File: src/shared/dctp_pkg.sv
// Package: register map, field layout and constants of the drive protector
package dctp_pkg;

	// Register byte offsets
	localparam logic [7:0] OFS_CTRL      = 8'h00;
	localparam logic [7:0] OFS_STATUS    = 8'h04;
	localparam logic [7:0] OFS_MASK      = 8'h08;
	localparam logic [7:0] OFS_CMD_LIMIT = 8'h0c;
	localparam logic [7:0] OFS_IGBT_MAX  = 8'h10;
	localparam logic [7:0] OFS_TEMP      = 8'h14;
	localparam logic [7:0] OFS_TEMP_LIM  = 8'h18;
	localparam logic [7:0] OFS_RMS_SYNC  = 8'h1c;
	localparam logic [7:0] OFS_RMS_ASYN  = 8'h20;
	localparam logic [7:0] OFS_I2T_ACC   = 8'h24;
	localparam logic [7:0] OFS_FAULTS    = 8'h28;
	localparam logic [7:0] OFS_PWM_SEL   = 8'h2c;

	// Control register fields
	localparam int CTRL_ASYNC_BIT = 0;
	localparam int CTRL_CLR_BIT   = 1;

	// Status / mask / fault bit positions
	localparam int ST_OVERCUR  = 0;
	localparam int ST_OVERTEMP = 1;
	localparam int ST_WARN     = 2;
	localparam int ST_OVERLOAD = 3;
	localparam int NUM_EVENTS  = 4;

	// Widths
	localparam int CUR_W  = 16;
	localparam int TEMP_W = 12;
	localparam int ACC_W  = 32;
	localparam int PWM_W  = 2;

	// Temperature in 0.1 degC units: valid 0..110 degC
	localparam logic [TEMP_W-1:0] TEMP_MAX     = 12'h44c;
	localparam logic [TEMP_W-1:0] WARN_MARGIN  = 12'h032;

	// Reset values
	localparam logic [CUR_W-1:0]  CMD_LIMIT_RST = 16'h0100;
	localparam logic [CUR_W-1:0]  IGBT_MAX_RST  = 16'h0200;
	localparam logic [TEMP_W-1:0] TEMP_LIM_RST  = 12'h320;
	localparam logic [CUR_W-1:0]  RMS_ASYN_RST  = 16'h0100;

	// Window length of the moving i2t average, as a power of two
	localparam int WIN_SHIFT = 8;

	// Switching-loss scaling of the i2t limit, numerator over 8
	localparam logic [3:0] PWM_SCALE_0 = 4'h8;
	localparam logic [3:0] PWM_SCALE_1 = 4'h7;
	localparam logic [3:0] PWM_SCALE_2 = 4'h6;
	localparam logic [3:0] PWM_SCALE_3 = 4'h5;
	localparam int SCALE_SHIFT = 3;

	// Overcurrent trip factor 1.6 = 8/5
	localparam logic [3:0] OC_NUM = 4'h8;
	localparam logic [3:0] OC_DEN = 4'h5;

	// Fault codes shown to software
	localparam logic [11:0] CODE_OVERCUR  = 12'h212;
	localparam logic [11:0] CODE_OVERTEMP = 12'h106;
	localparam logic [11:0] CODE_OVERLOAD = 12'h202;

	// Parameter identifiers, values arbitrary
	localparam logic [15:0] COMMAND_LIMIT_PARAM_ID = 16'h0a01;
	localparam logic [15:0] SINK_TEMP_PARAM_ID     = 16'h0a02;
	localparam logic [15:0] SINK_LIMIT_PARAM_ID    = 16'h0a03;

endpackage

File: src/core/dctp_protect.sv
// Drive current and thermal protection supervisor with APB registers
//
// Contract
// - Every current command is saturated at the command limit.
// - Measured current above 1.6 times IGBT maximum raises E212.
// - Heatsink at its limit raises E106 and a torqueless stop.
// - A warning rises within 5 degC below the heatsink limit.
// - Heatsink reading in 0.1 degC is readable, clamped 0..110.
// - The heatsink fault limit is readable alongside the reading.
// - Squared current is integrated over a window as an rms estimate.
// - The i2t estimate above its limit raises overload E202.
// - Allowed rms is 0.5 IGBT max (sync) or motor value (async).
// - The i2t limit rescales with the PWM frequency selection.
`timescale 1ns/10ps
module dctp_protect (
	// APB
	input  wire logic        pclk,
	input  wire logic        presetn,
	input  wire logic        psel,
	input  wire logic        penable,
	input  wire logic        pwrite,
	input  wire logic [7:0]  paddr,
	input  wire logic [31:0] pwdata,
	output logic      [31:0] prdata,
	output logic             pready,
	output logic             pslverr,
	// Current path
	input  wire logic [15:0] cmd_in,
	output logic      [15:0] cmd_out,
	input  wire logic [15:0] i_meas,
	// Heatsink sensor pins
	input  wire logic [11:0] sink_temp_pin,
	// Outputs to power stage and system
	output logic             torqueless_stop,
	output logic             warn,
	output logic             irq
);

	////////////////////////////////////////////////////////////////////
	// Registers

	localparam int CW = dctp_pkg::CUR_W;
	localparam int TW = dctp_pkg::TEMP_W;
	localparam int AW = dctp_pkg::ACC_W;
	localparam int NE = dctp_pkg::NUM_EVENTS;

	logic          ctrl_async;
	logic [NE-1:0] status;
	logic [NE-1:0] mask;
	logic [NE-1:0] faults;
	logic [CW-1:0] cmd_limit;
	logic [CW-1:0] igbt_max;
	logic [TW-1:0] temp_lim;
	logic [CW-1:0] rms_asyn;
	logic [1:0]    pwm_sel;
	logic [TW-1:0] temp_raw;
	logic [TW-1:0] temp_val;
	logic [AW-1:0] acc;
	logic          i2t_over;

	////////////////////////////////////////////////////////////////////
	// Bus decode

	wire wr_en = psel && penable && pwrite;
	wire rd_en = psel && penable && !pwrite;

	function automatic logic hit(input logic [7:0] a, input logic [7:0] o);
		return a == o;
	endfunction

	wire mapped = hit(paddr, dctp_pkg::OFS_CTRL)
		|| hit(paddr, dctp_pkg::OFS_STATUS)
		|| hit(paddr, dctp_pkg::OFS_MASK)
		|| hit(paddr, dctp_pkg::OFS_CMD_LIMIT)
		|| hit(paddr, dctp_pkg::OFS_IGBT_MAX)
		|| hit(paddr, dctp_pkg::OFS_TEMP)
		|| hit(paddr, dctp_pkg::OFS_TEMP_LIM)
		|| hit(paddr, dctp_pkg::OFS_RMS_SYNC)
		|| hit(paddr, dctp_pkg::OFS_RMS_ASYN)
		|| hit(paddr, dctp_pkg::OFS_I2T_ACC)
		|| hit(paddr, dctp_pkg::OFS_FAULTS)
		|| hit(paddr, dctp_pkg::OFS_PWM_SEL);

	// Zero wait states; unmapped access answers with an error
	assign pready  = 1'b1;
	assign pslverr = psel && penable && !mapped;

	wire clr_faults = wr_en && hit(paddr, dctp_pkg::OFS_CTRL)
		&& pwdata[dctp_pkg::CTRL_CLR_BIT];
	wire rd_status  = rd_en && hit(paddr, dctp_pkg::OFS_STATUS);

	////////////////////////////////////////////////////////////////////
	// Heatsink sensor

	dctp_sync #(.W(TW)) u_sync (
		.pclk    (pclk),
		.presetn (presetn),
		.din     (sink_temp_pin),
		.dout    (temp_raw)
	);

	// Out-of-range readings clamp at the top of the valid range
	assign temp_val = (temp_raw > dctp_pkg::TEMP_MAX)
		? dctp_pkg::TEMP_MAX : temp_raw;

	wire [TW:0] warn_base = {1'b0, temp_lim} - {1'b0, dctp_pkg::WARN_MARGIN};
	wire over_temp = temp_val >= temp_lim;
	wire warn_cond = warn_base[TW] || ({1'b0, temp_val} >= warn_base);

	////////////////////////////////////////////////////////////////////
	// Current checks

	wire [CW-1:0] i_abs = i_meas[CW-1] ? CW'(-i_meas) : i_meas;
	wire [CW+3:0] oc_lhs = i_abs * dctp_pkg::OC_DEN;
	wire [CW+3:0] oc_rhs = igbt_max * dctp_pkg::OC_NUM;
	wire over_cur = oc_lhs > oc_rhs;

	wire [CW-1:0] c_abs = cmd_in[CW-1] ? CW'(-cmd_in) : cmd_in;
	wire [CW-1:0] c_sat = (c_abs > cmd_limit) ? cmd_limit : c_abs;
	wire [CW-1:0] cmd_next = cmd_in[CW-1] ? CW'(-c_sat) : c_sat;

	// Limit is software's job to keep below the peak current

	////////////////////////////////////////////////////////////////////
	// i2t overload

	wire [CW-1:0] rms_sync = igbt_max >> 1;
	wire [CW-1:0] rms_allow = ctrl_async ? rms_asyn : rms_sync;

	logic [3:0] scale;
	always_comb begin
		unique case (pwm_sel)
			2'h0: scale = dctp_pkg::PWM_SCALE_0;
			2'h1: scale = dctp_pkg::PWM_SCALE_1;
			2'h2: scale = dctp_pkg::PWM_SCALE_2;
			2'h3: scale = dctp_pkg::PWM_SCALE_3;
		endcase
	end

	// Steady accumulator value for rms_allow is rms_allow squared
	wire [AW-1:0] base_lim = rms_allow * rms_allow;
	wire [AW+3:0] scaled = base_lim * scale;
	wire [AW-1:0] i2t_lim = scaled[AW+dctp_pkg::SCALE_SHIFT-1:
		dctp_pkg::SCALE_SHIFT];

	dctp_i2t u_i2t (
		.pclk    (pclk),
		.presetn (presetn),
		.i_abs   (i_abs),
		.limit   (i2t_lim),
		.acc     (acc),
		.over    (i2t_over)
	);

	////////////////////////////////////////////////////////////////////
	// Events, faults and interrupt

	wire [NE-1:0] ev;
	assign ev[dctp_pkg::ST_OVERCUR]  = over_cur;
	assign ev[dctp_pkg::ST_OVERTEMP] = over_temp;
	assign ev[dctp_pkg::ST_WARN]     = warn_cond;
	assign ev[dctp_pkg::ST_OVERLOAD] = i2t_over;

	wire [NE-1:0] next_status = ev | (rd_status ? '0 : status);
	// Warning follows the temperature; only real faults latch
	wire [NE-1:0] fault_ev = ev & ~(NE'(1) << dctp_pkg::ST_WARN);
	wire [NE-1:0] next_faults = fault_ev | (clr_faults ? '0 : faults);

	always_ff @(posedge pclk or negedge presetn) begin
		if (!presetn) begin
			status <= '0;
			faults <= '0;
		end else begin
			status <= next_status;
			faults <= next_faults;
		end
	end

	assign irq = |(status & mask);

	always_ff @(posedge pclk or negedge presetn) begin
		if (!presetn) begin
			cmd_out         <= '0;
			torqueless_stop <= 1'b0;
			warn            <= 1'b0;
		end else begin
			cmd_out         <= cmd_next;
			torqueless_stop <= next_faults[dctp_pkg::ST_OVERTEMP];
			warn            <= warn_cond;
		end
	end

	////////////////////////////////////////////////////////////////////
	// Register writes

	always_ff @(posedge pclk or negedge presetn) begin
		if (!presetn) begin
			ctrl_async <= 1'b0;
			mask       <= '0;
			cmd_limit  <= dctp_pkg::CMD_LIMIT_RST;
			igbt_max   <= dctp_pkg::IGBT_MAX_RST;
			temp_lim   <= dctp_pkg::TEMP_LIM_RST;
			rms_asyn   <= dctp_pkg::RMS_ASYN_RST;
			pwm_sel    <= '0;
		end else if (wr_en) begin
			if (hit(paddr, dctp_pkg::OFS_CTRL))
				ctrl_async <= pwdata[dctp_pkg::CTRL_ASYNC_BIT];
			if (hit(paddr, dctp_pkg::OFS_MASK))
				mask <= pwdata[NE-1:0];
			if (hit(paddr, dctp_pkg::OFS_CMD_LIMIT))
				cmd_limit <= pwdata[CW-1:0];
			if (hit(paddr, dctp_pkg::OFS_IGBT_MAX))
				igbt_max <= pwdata[CW-1:0];
			if (hit(paddr, dctp_pkg::OFS_TEMP_LIM))
				temp_lim <= pwdata[TW-1:0];
			if (hit(paddr, dctp_pkg::OFS_RMS_ASYN))
				rms_asyn <= pwdata[CW-1:0];
			if (hit(paddr, dctp_pkg::OFS_PWM_SEL))
				pwm_sel <= pwdata[1:0];
		end
	end

	////////////////////////////////////////////////////////////////////
	// Read mux

	logic [31:0] rdata;
	always_comb begin
		rdata = '0;
		unique case (1'b1)
			hit(paddr, dctp_pkg::OFS_CTRL):
				rdata[dctp_pkg::CTRL_ASYNC_BIT] = ctrl_async;
			hit(paddr, dctp_pkg::OFS_STATUS):    rdata[NE-1:0] = status;
			hit(paddr, dctp_pkg::OFS_MASK):      rdata[NE-1:0] = mask;
			hit(paddr, dctp_pkg::OFS_CMD_LIMIT): rdata[CW-1:0] = cmd_limit;
			hit(paddr, dctp_pkg::OFS_IGBT_MAX):  rdata[CW-1:0] = igbt_max;
			hit(paddr, dctp_pkg::OFS_TEMP):
				rdata[TW-1:0] = temp_val;
			hit(paddr, dctp_pkg::OFS_TEMP_LIM):
				rdata[TW-1:0] = temp_lim;
			hit(paddr, dctp_pkg::OFS_RMS_SYNC):  rdata[CW-1:0] = rms_sync;
			hit(paddr, dctp_pkg::OFS_RMS_ASYN):  rdata[CW-1:0] = rms_asyn;
			hit(paddr, dctp_pkg::OFS_I2T_ACC):   rdata = acc;
			hit(paddr, dctp_pkg::OFS_FAULTS):    rdata[NE-1:0] = faults;
			hit(paddr, dctp_pkg::OFS_PWM_SEL):   rdata[1:0] = pwm_sel;
			default:                             rdata = '0;
		endcase
	end

	// Read data registered on the setup cycle so it is stable in access
	always_ff @(posedge pclk or negedge presetn) begin
		if (!presetn)
			prdata <= '0;
		else if (psel && !penable && !pwrite)
			prdata <= rdata;
	end

endmodule

File: src/core/dctp_sync.sv
// Two-stage synchroniser for a bus of pin inputs
`timescale 1ns/10ps
module dctp_sync #(
	parameter int W = 1
) (
	// Clock and reset
	input  wire logic         pclk,
	input  wire logic         presetn,
	// Data
	input  wire logic [W-1:0] din,
	output logic      [W-1:0] dout
);

	logic [W-1:0] stage1;

	always_ff @(posedge pclk or negedge presetn) begin
		if (!presetn) begin
			stage1 <= '0;
			dout   <= '0;
		end else begin
			stage1 <= din;
			dout   <= stage1;
		end
	end

endmodule

File: src/core/dctp_i2t.sv
// Leaky-integrator i2t estimator with overload compare
`timescale 1ns/10ps
module dctp_i2t (
	// Clock and reset
	input  wire logic                         pclk,
	input  wire logic                         presetn,
	// Current sample and limit
	input  wire logic [dctp_pkg::CUR_W-1:0]   i_abs,
	input  wire logic [dctp_pkg::ACC_W-1:0]   limit,
	// Estimate and trip
	output logic      [dctp_pkg::ACC_W-1:0]   acc,
	output logic                              over
);

	logic [dctp_pkg::ACC_W-1:0] sq;
	logic [dctp_pkg::ACC_W-1:0] leak;
	logic [dctp_pkg::ACC_W:0]   sum;

	// Leaky integrator stands in for a moving window: no sample store
	assign sq   = i_abs * i_abs;
	assign leak = acc >> dctp_pkg::WIN_SHIFT;
	assign sum  = {1'b0, acc} - {1'b0, leak}
		+ {{(dctp_pkg::WIN_SHIFT+1){1'b0}},
		sq[dctp_pkg::ACC_W-1:dctp_pkg::WIN_SHIFT]};

	always_ff @(posedge pclk or negedge presetn) begin
		if (!presetn) begin
			acc  <= '0;
			over <= 1'b0;
		end else begin
			acc  <= sum[dctp_pkg::ACC_W] ? '1 : sum[dctp_pkg::ACC_W-1:0];
			over <= acc > limit;
		end
	end

endmodule

File: config.mk
export PLATFORM = sky130hd
export DESIGN_NAME = dctp_protect
export DESIGN_NICKNAME = d
export VERILOG_FILES = /design/src/shared/dctp_pkg.sv /design/src/core/dctp_protect.sv /design/src/core/dctp_sync.sv /design/src/core/dctp_i2t.sv
export SDC_FILE = /design/constraint.sdc
export NUM_CORES = 2
export LEC_CHECK = 0
export BUFFER_PORTS_ARGS = -buffer_cell sky130_fd_sc_hd__buf_4
export CELL_PAD_IN_SITES_DETAIL_PLACEMENT = 1
export CELL_PAD_IN_SITES_GLOBAL_PLACEMENT = 2
export CORE_ASPECT_RATIO = 1.25
export CORE_MARGIN = 4
export CORE_UTILIZATION = 40
export CTS_CLUSTER_DIAMETER = 60
export DETAILED_ROUTE_END_ITERATION = 16
export PLACE_DENSITY = 0.86
export RECOVER_POWER = 25
export SYNTH_ARGS = -nofsm -noshare
export SYNTH_HDL_FRONTEND = slang
export SYNTH_SLANG_ARGS = --single-unit
File: constraint.sdc
create_clock -name pclk -period 27.2 [get_ports pclk]
set_input_delay 1.36 -clock pclk [delete_from_list [all_inputs] [get_ports pclk]]
set_output_delay 1.36 -clock pclk [all_outputs]
set_load 0.005 [all_outputs]
Word level (Yosys, flattened, before mapping)
Index checks and enable logic that the tools add are counted.
W data, S select, Z words.

word-level totals
  register bits = 182
  input port bits = 89
  output and inout port bits = 53
  word-level logic and storage cells = 100

cells by class
  $add $sub $neg = 6
  multiply operators = 4
  magnitude comparators = 6
  equality and inequality tests = 14
  multiplexer cells = 16
  bitwise operators = 3
  reductions and logical operators = 34

operators by type and width
  cell                     count
  $mux W16                 6
  $mul A16 B16 Y32         2
  $pmux W8 S7              1
  $neg A16 Y16             3
  $mul A32 B4 Y35          1
  $add A33 B24 Y33         1
  $sub A32 B24 Y33         1
  $eq A8 B5 Y1 const B     4
  $eq A8 B6 Y1 const B     4
  $gt A32 B32 Y1           1
  $mux W32                 1
  $pmux W2 S10             1
  $pmux W4 S5              1
  $gt A19 B19 Y1           1
  $mul A16 B3 Y19 const B  1
  $eq A8 B4 Y1 const B     2
  $gt A16 B16 Y1           1
  $pmux W4 S4              1
  $reduce_and A2 Y1        7
  $ge A12 B13 Y1           1
  $sub A12 B6 Y13 const B  1
  $ge A12 B12 Y1           1
  $gt A12 B11 Y1 const B   1
  $logic_or A1 B1 Y1       12
  other kinds (14)         27

Longest topological paths before layout
  depth after elaboration = 14
  depth in mapped cells = 51

Cells and area by module
A second synthesis with hierarchy kept.

unflattened totals
  cell total of the unflattened synthesis = 3645
  area, all modules = 31707.9 um^2

modules (own cells, without submodules)
  module        times used  cells an instance  area each (um^2)  seq. area each (um^2)
  dctp_protect  1           2316               19881.6           3085.5
  dctp_i2t      1           1305               11225.8           825.8
  dctp_sync     1           24                 600.6             600.6

Worst setup path before layout
Ideal clock, no wire load.

  kind = input port to flip-flop
  from = input port i_meas[0]
  to = register u_i2t.acc[30] (netlist name)
  arrival time = 10.867 ns
  required time = 27.056 ns
  slack = 16.189 ns
  cell stages on the path = 39
  path through = clkbuf_1 -> or3_1 -> or3_1 -> or4_4 -> nand2_1 -> xor2_1 -> inv_2 -> nand2_1 -> fa_1 -> fa_1 -> fa_1 -> inv_1 -> fa_1 -> inv_1 -> fa_1 -> fa_1 -> inv_1 -> ha_1 -> [... 3 more ...] -> a21oi_1 -> a31o_2 -> a211o_1 -> nand2_1 -> a21oi_1 -> xnor2_1 -> fa_1 -> ha_1 -> clkbuf_1 -> nor2b_1 -> o21ai_0 -> a21boi_0 -> nor3_1 -> o31ai_1 -> o211ai_1 -> a21oi_1 -> clkbuf_1 -> o32ai_1

on the way
  word-level cells in the longest chain between the ends = 5

ends and longest elaborated chain
  element               line                 source
  start, declared       dctp_protect.sv:30   input wire logic [15:0] i_meas,
  $neg A16 Y16          dctp_protect.sv:113  wire [CW-1:0] i_abs = i_meas[CW-1] ? CW'(-i_meas) : i_meas;
  $mux W16 (*)          dctp_protect.sv:113
  $mul A16 B16 Y32 (*)  dctp_i2t.sv:20       assign sq = i_abs * i_abs;
  $add A33 B24 Y33 (*)  dctp_i2t.sv:23       + {{(dctp_pkg::WIN_SHIFT+1){1'b0}},
  $mux W32 (*)          dctp_i2t.sv:31       acc <= sum[dctp_pkg::ACC_W] ? '1 : sum[dctp_pkg::ACC_W-1:0];
  end signal, assigned  dctp_i2t.sv:31
  end, declared         dctp_i2t.sv:11       output logic [dctp_pkg::ACC_W-1:0] acc,

Mark *: on every way between the ends. The rest lies on a longest branch, timed or not.
A chain may end at the register's enable or synchronous reset.

Final worst setup path
  from = register ctrl_async
  to = register u_i2t.over

on the way
  word-level cells in the longest chain between the ends = 4

ends and longest elaborated chain
  element                 line                 source
  start, declared         dctp_protect.sv:47   logic ctrl_async;
  start signal, assigned  dctp_protect.sv:207  ctrl_async <= pwdata[dctp_pkg::CTRL_ASYNC_BIT];
  $mux W16                dctp_protect.sv:128  wire [CW-1:0] rms_allow = ctrl_async ? rms_asyn : rms_sync;
  $mul A16 B16 Y32        dctp_protect.sv:141  wire [AW-1:0] base_lim = rms_allow * rms_allow;
  $mul A32 B4 Y35         dctp_protect.sv:142  wire [AW+3:0] scaled = base_lim * scale;
  $gt A32 B32 Y1          dctp_i2t.sv:32       over <= acc > limit;
  end signal, assigned    dctp_i2t.sv:32
  end, declared           dctp_i2t.sv:12       output logic over

Every way passes these cells.

==> results.cfg <==
[setup_path]
critPathMaxStageDelay_ps = 850
cp_common_cell = inv_1
cp_top_family = adder cells
crit_buf_inv = 10
cp_max_fo = 45
critPathKind = flip-flop to flip-flop
cp-start-kind = flip-flop
crit_arrival_ps = 13410
required_ps = 27530
end_kind = flip-flop
slowest_stage = o31ai_1

[floorplanning]
initial_utilization_pct = 40.34
ioPinCount = 142
dieArea_um2 = 82670
die-height_um = 320.5
die_x_um = 258.0
fp-row-count = 114
core_area_um2 = 77450

[cts]
htreeDepth = 4
postCtsHoldBufs = 0
cts_resized = 0
clkSinkCount = 180
cts_buffers = 17
cts.path.max_buffers = 2
cts_tree = yes
clk_latency_ps = 450
post-cts-setup-buffers = 0
ctsRootBufferMaster = clkbuf_16
path_clk_slew_ps = 70

[synth]
ys_types = 91
synth_area_leaders = fa_1, ha_1, dfrtp_1
netlist_area_um2 = 31240
yosysMostFrequentCell = inv_1
synth_seq_cells = 180
synth_warnings = 0
postSynthCellCount = 3535
postSynthAreaPerCell_um2 = 8.838
synthArstFlopShare_pct = 100.0
yosys.area.top_type = fa_1
synth_edf_count = 0
synth_top_cell_area_share_pct = 24.16
synthTopCellsByCount = inv_1, ha_1, fa_1, nand2_1, nor2_1
synth_ff_type = dfrtp_1
yosysSeqAreaShare_pct = 14.44

[timing]
max_freq_mhz = 76.47
maxSlewHeadroom_pct = -270.2
tightest_slew_ps = 5553
finalHoldViolCount = 0
slew_violations = 103
setup_viol = 0
tns_ps = 0
grt_setup_unrepaired = no
fin_skew_ps = 9.220
fin_crit_ps = 13080
fin_crit_sh_pct = 48.08

[drt]
dr.pass1.iters = 5
dr.first_iter.drc_count = 1303
vias = 25270
wl_um = 97980
via_per_inst = 5.392
remaining_drc_errors = 0
routedWlPerCell_um = 20.91
final_antenna_net_count = 0

[run_status]
violations = max-capacitance violations, max-slew violations
run_status = finished, violations left

[grt]
grt_pass1_wl_um = 155300
gr-total-overflow = 0
grt_pass1_vias = 27700
grt_max_degree = 103
track_usage_pct = 23.82
grt_antenna_before_repair = 0

[place]
hpwl_um = 82300
io_buffers = 124
gp_congestion = 0.8709

[min_path]
hp-class = flip-flop to flip-flop

[layout]
fin_nets = 4508
diodes = 0
area_growth_pct = 8.782
layout-drive-gt1-share_pct = 8.924

[run]
maxCapViolations = 1
state kept, by name, indices dropped and copies added (netlist names):
| signal | count |
|---|---|
| u_sync.dout | 12 |
| u_sync.stage1 | 12 |
| cmd_out | 16 |
| pwm_sel | 2 |
| ctrl_async | 1 |
| cmd_limit | 16 |
| faults | 3 |
| u_i2t.acc | 32 |
| prdata | 32 |
| warn | 1 |
| mask | 4 |
| rms_asyn | 16 |
| igbt_max | 16 |
| u_i2t.over | 1 |
| temp_lim | 12 |
| status | 4 |
per-stage QoR:
stage	hold slack, ps	std cells	utilization (%)	worst slack, ps	instance area, µm²
3_5_place_dp	336.3	4654	43.16	14160	33430
3_3_place_gp	333.8	4654	43.16	14270	33430
5_1_grt	363.1	4686	43.88	13580	33990
2_1_floorplan	331.2	3548	-	16190	31290
4_1_cts	352.3	4686	43.89	14270	34000
6_report	352.6	4686	43.88	14120	33990
final cells by class:
class | instances | area, µm²
Fill cell | 9133 | 43470
Multi-Input combinational cell | 2569 | 23790
Sequential cell | 180 | 4512
Inverter | 705 | 2649
Tap cell | 1044 | 1306
Timing Repair Buffer | 156 | 1167
Clock buffer | 18 | 439.2
Clock inverter | 14 | 126.4
logic make-up (layout without fill, tap and decap cells):
kind of cell,Yosys count,in the layout,share of synthesized area (%)
adders and majority gates,791,791,40.73
xor gates and xnor gates,162,162,4.626
AOI/OAI and AO/OA,632,632,13.88
DFF,180,180,14.44
other,2,15,0.02404
and+or+nand+nor,860,860,12.74
buffers and inverters,799,893,9.652
muxes,109,109,3.905
final timing paths:
check | from | end | slack (ps) | depth (start not counted)
max | ctrl_async$_DFFE_PN0P_ | u_i2t.over$_DFF_PN0_ | 14120 | 46
max reg2reg | ctrl_async$_DFFE_PN0P_ | u_i2t.over$_DFF_PN0_ | 14120 | 46
max in group asynchronous | presetn | rms_asyn[11]$_DFFE_PN0P_ | 21100 | 2
min in group asynchronous | presetn | prdata[22]$_DFFE_PN0P_ | 2950 | 1
min | u_sync.stage1[1]$_DFF_PN0_ | u_sync.dout[1]$_DFF_PN0_ | 350 | 0
min reg2reg | u_sync.stage1[1]$_DFF_PN0_ | u_sync.dout[1]$_DFF_PN0_ | 350 | 0
placed cells by master, fill, tap and decap left out, drive strengths merged, types with 9 or more instances in the layout:
cell / instances
inv: 698
ha: 413
fa: 377
nand2: 308
nor2: 233
dfrtp: 174
buf: 143
a21oi: 127
o21ai: 113
a21o: 95
xnor2: 91
mux2: 80
xor2: 71
nand3: 60
o21a: 53
and2: 49
o31ai: 45
nor3: 43
nand2b: 35
a22oi: 34
clkbuf: 31
mux2i: 27
and3: 26
a31oi: 23
nand4: 23
or3: 19
clkinv: 18
a211oi: 17
o211ai: 16
nor4: 16
nor2b: 15
conb: 15
o21bai: 11
a2111oi: 10
or2: 9
metal layers:
layer	GRT usage (%)	wire, µm	up-vias
met5	0	0	-
met4	6.453	3009	0
met3	1.572	2051	142
met2	45.25	52430	364
met1	29.08	40480	12970
li1	-	-	11790
Power is left out: the tool's default activity adds up to more than one toggle a clock period on the data nets, which glitch-free logic cannot reach.
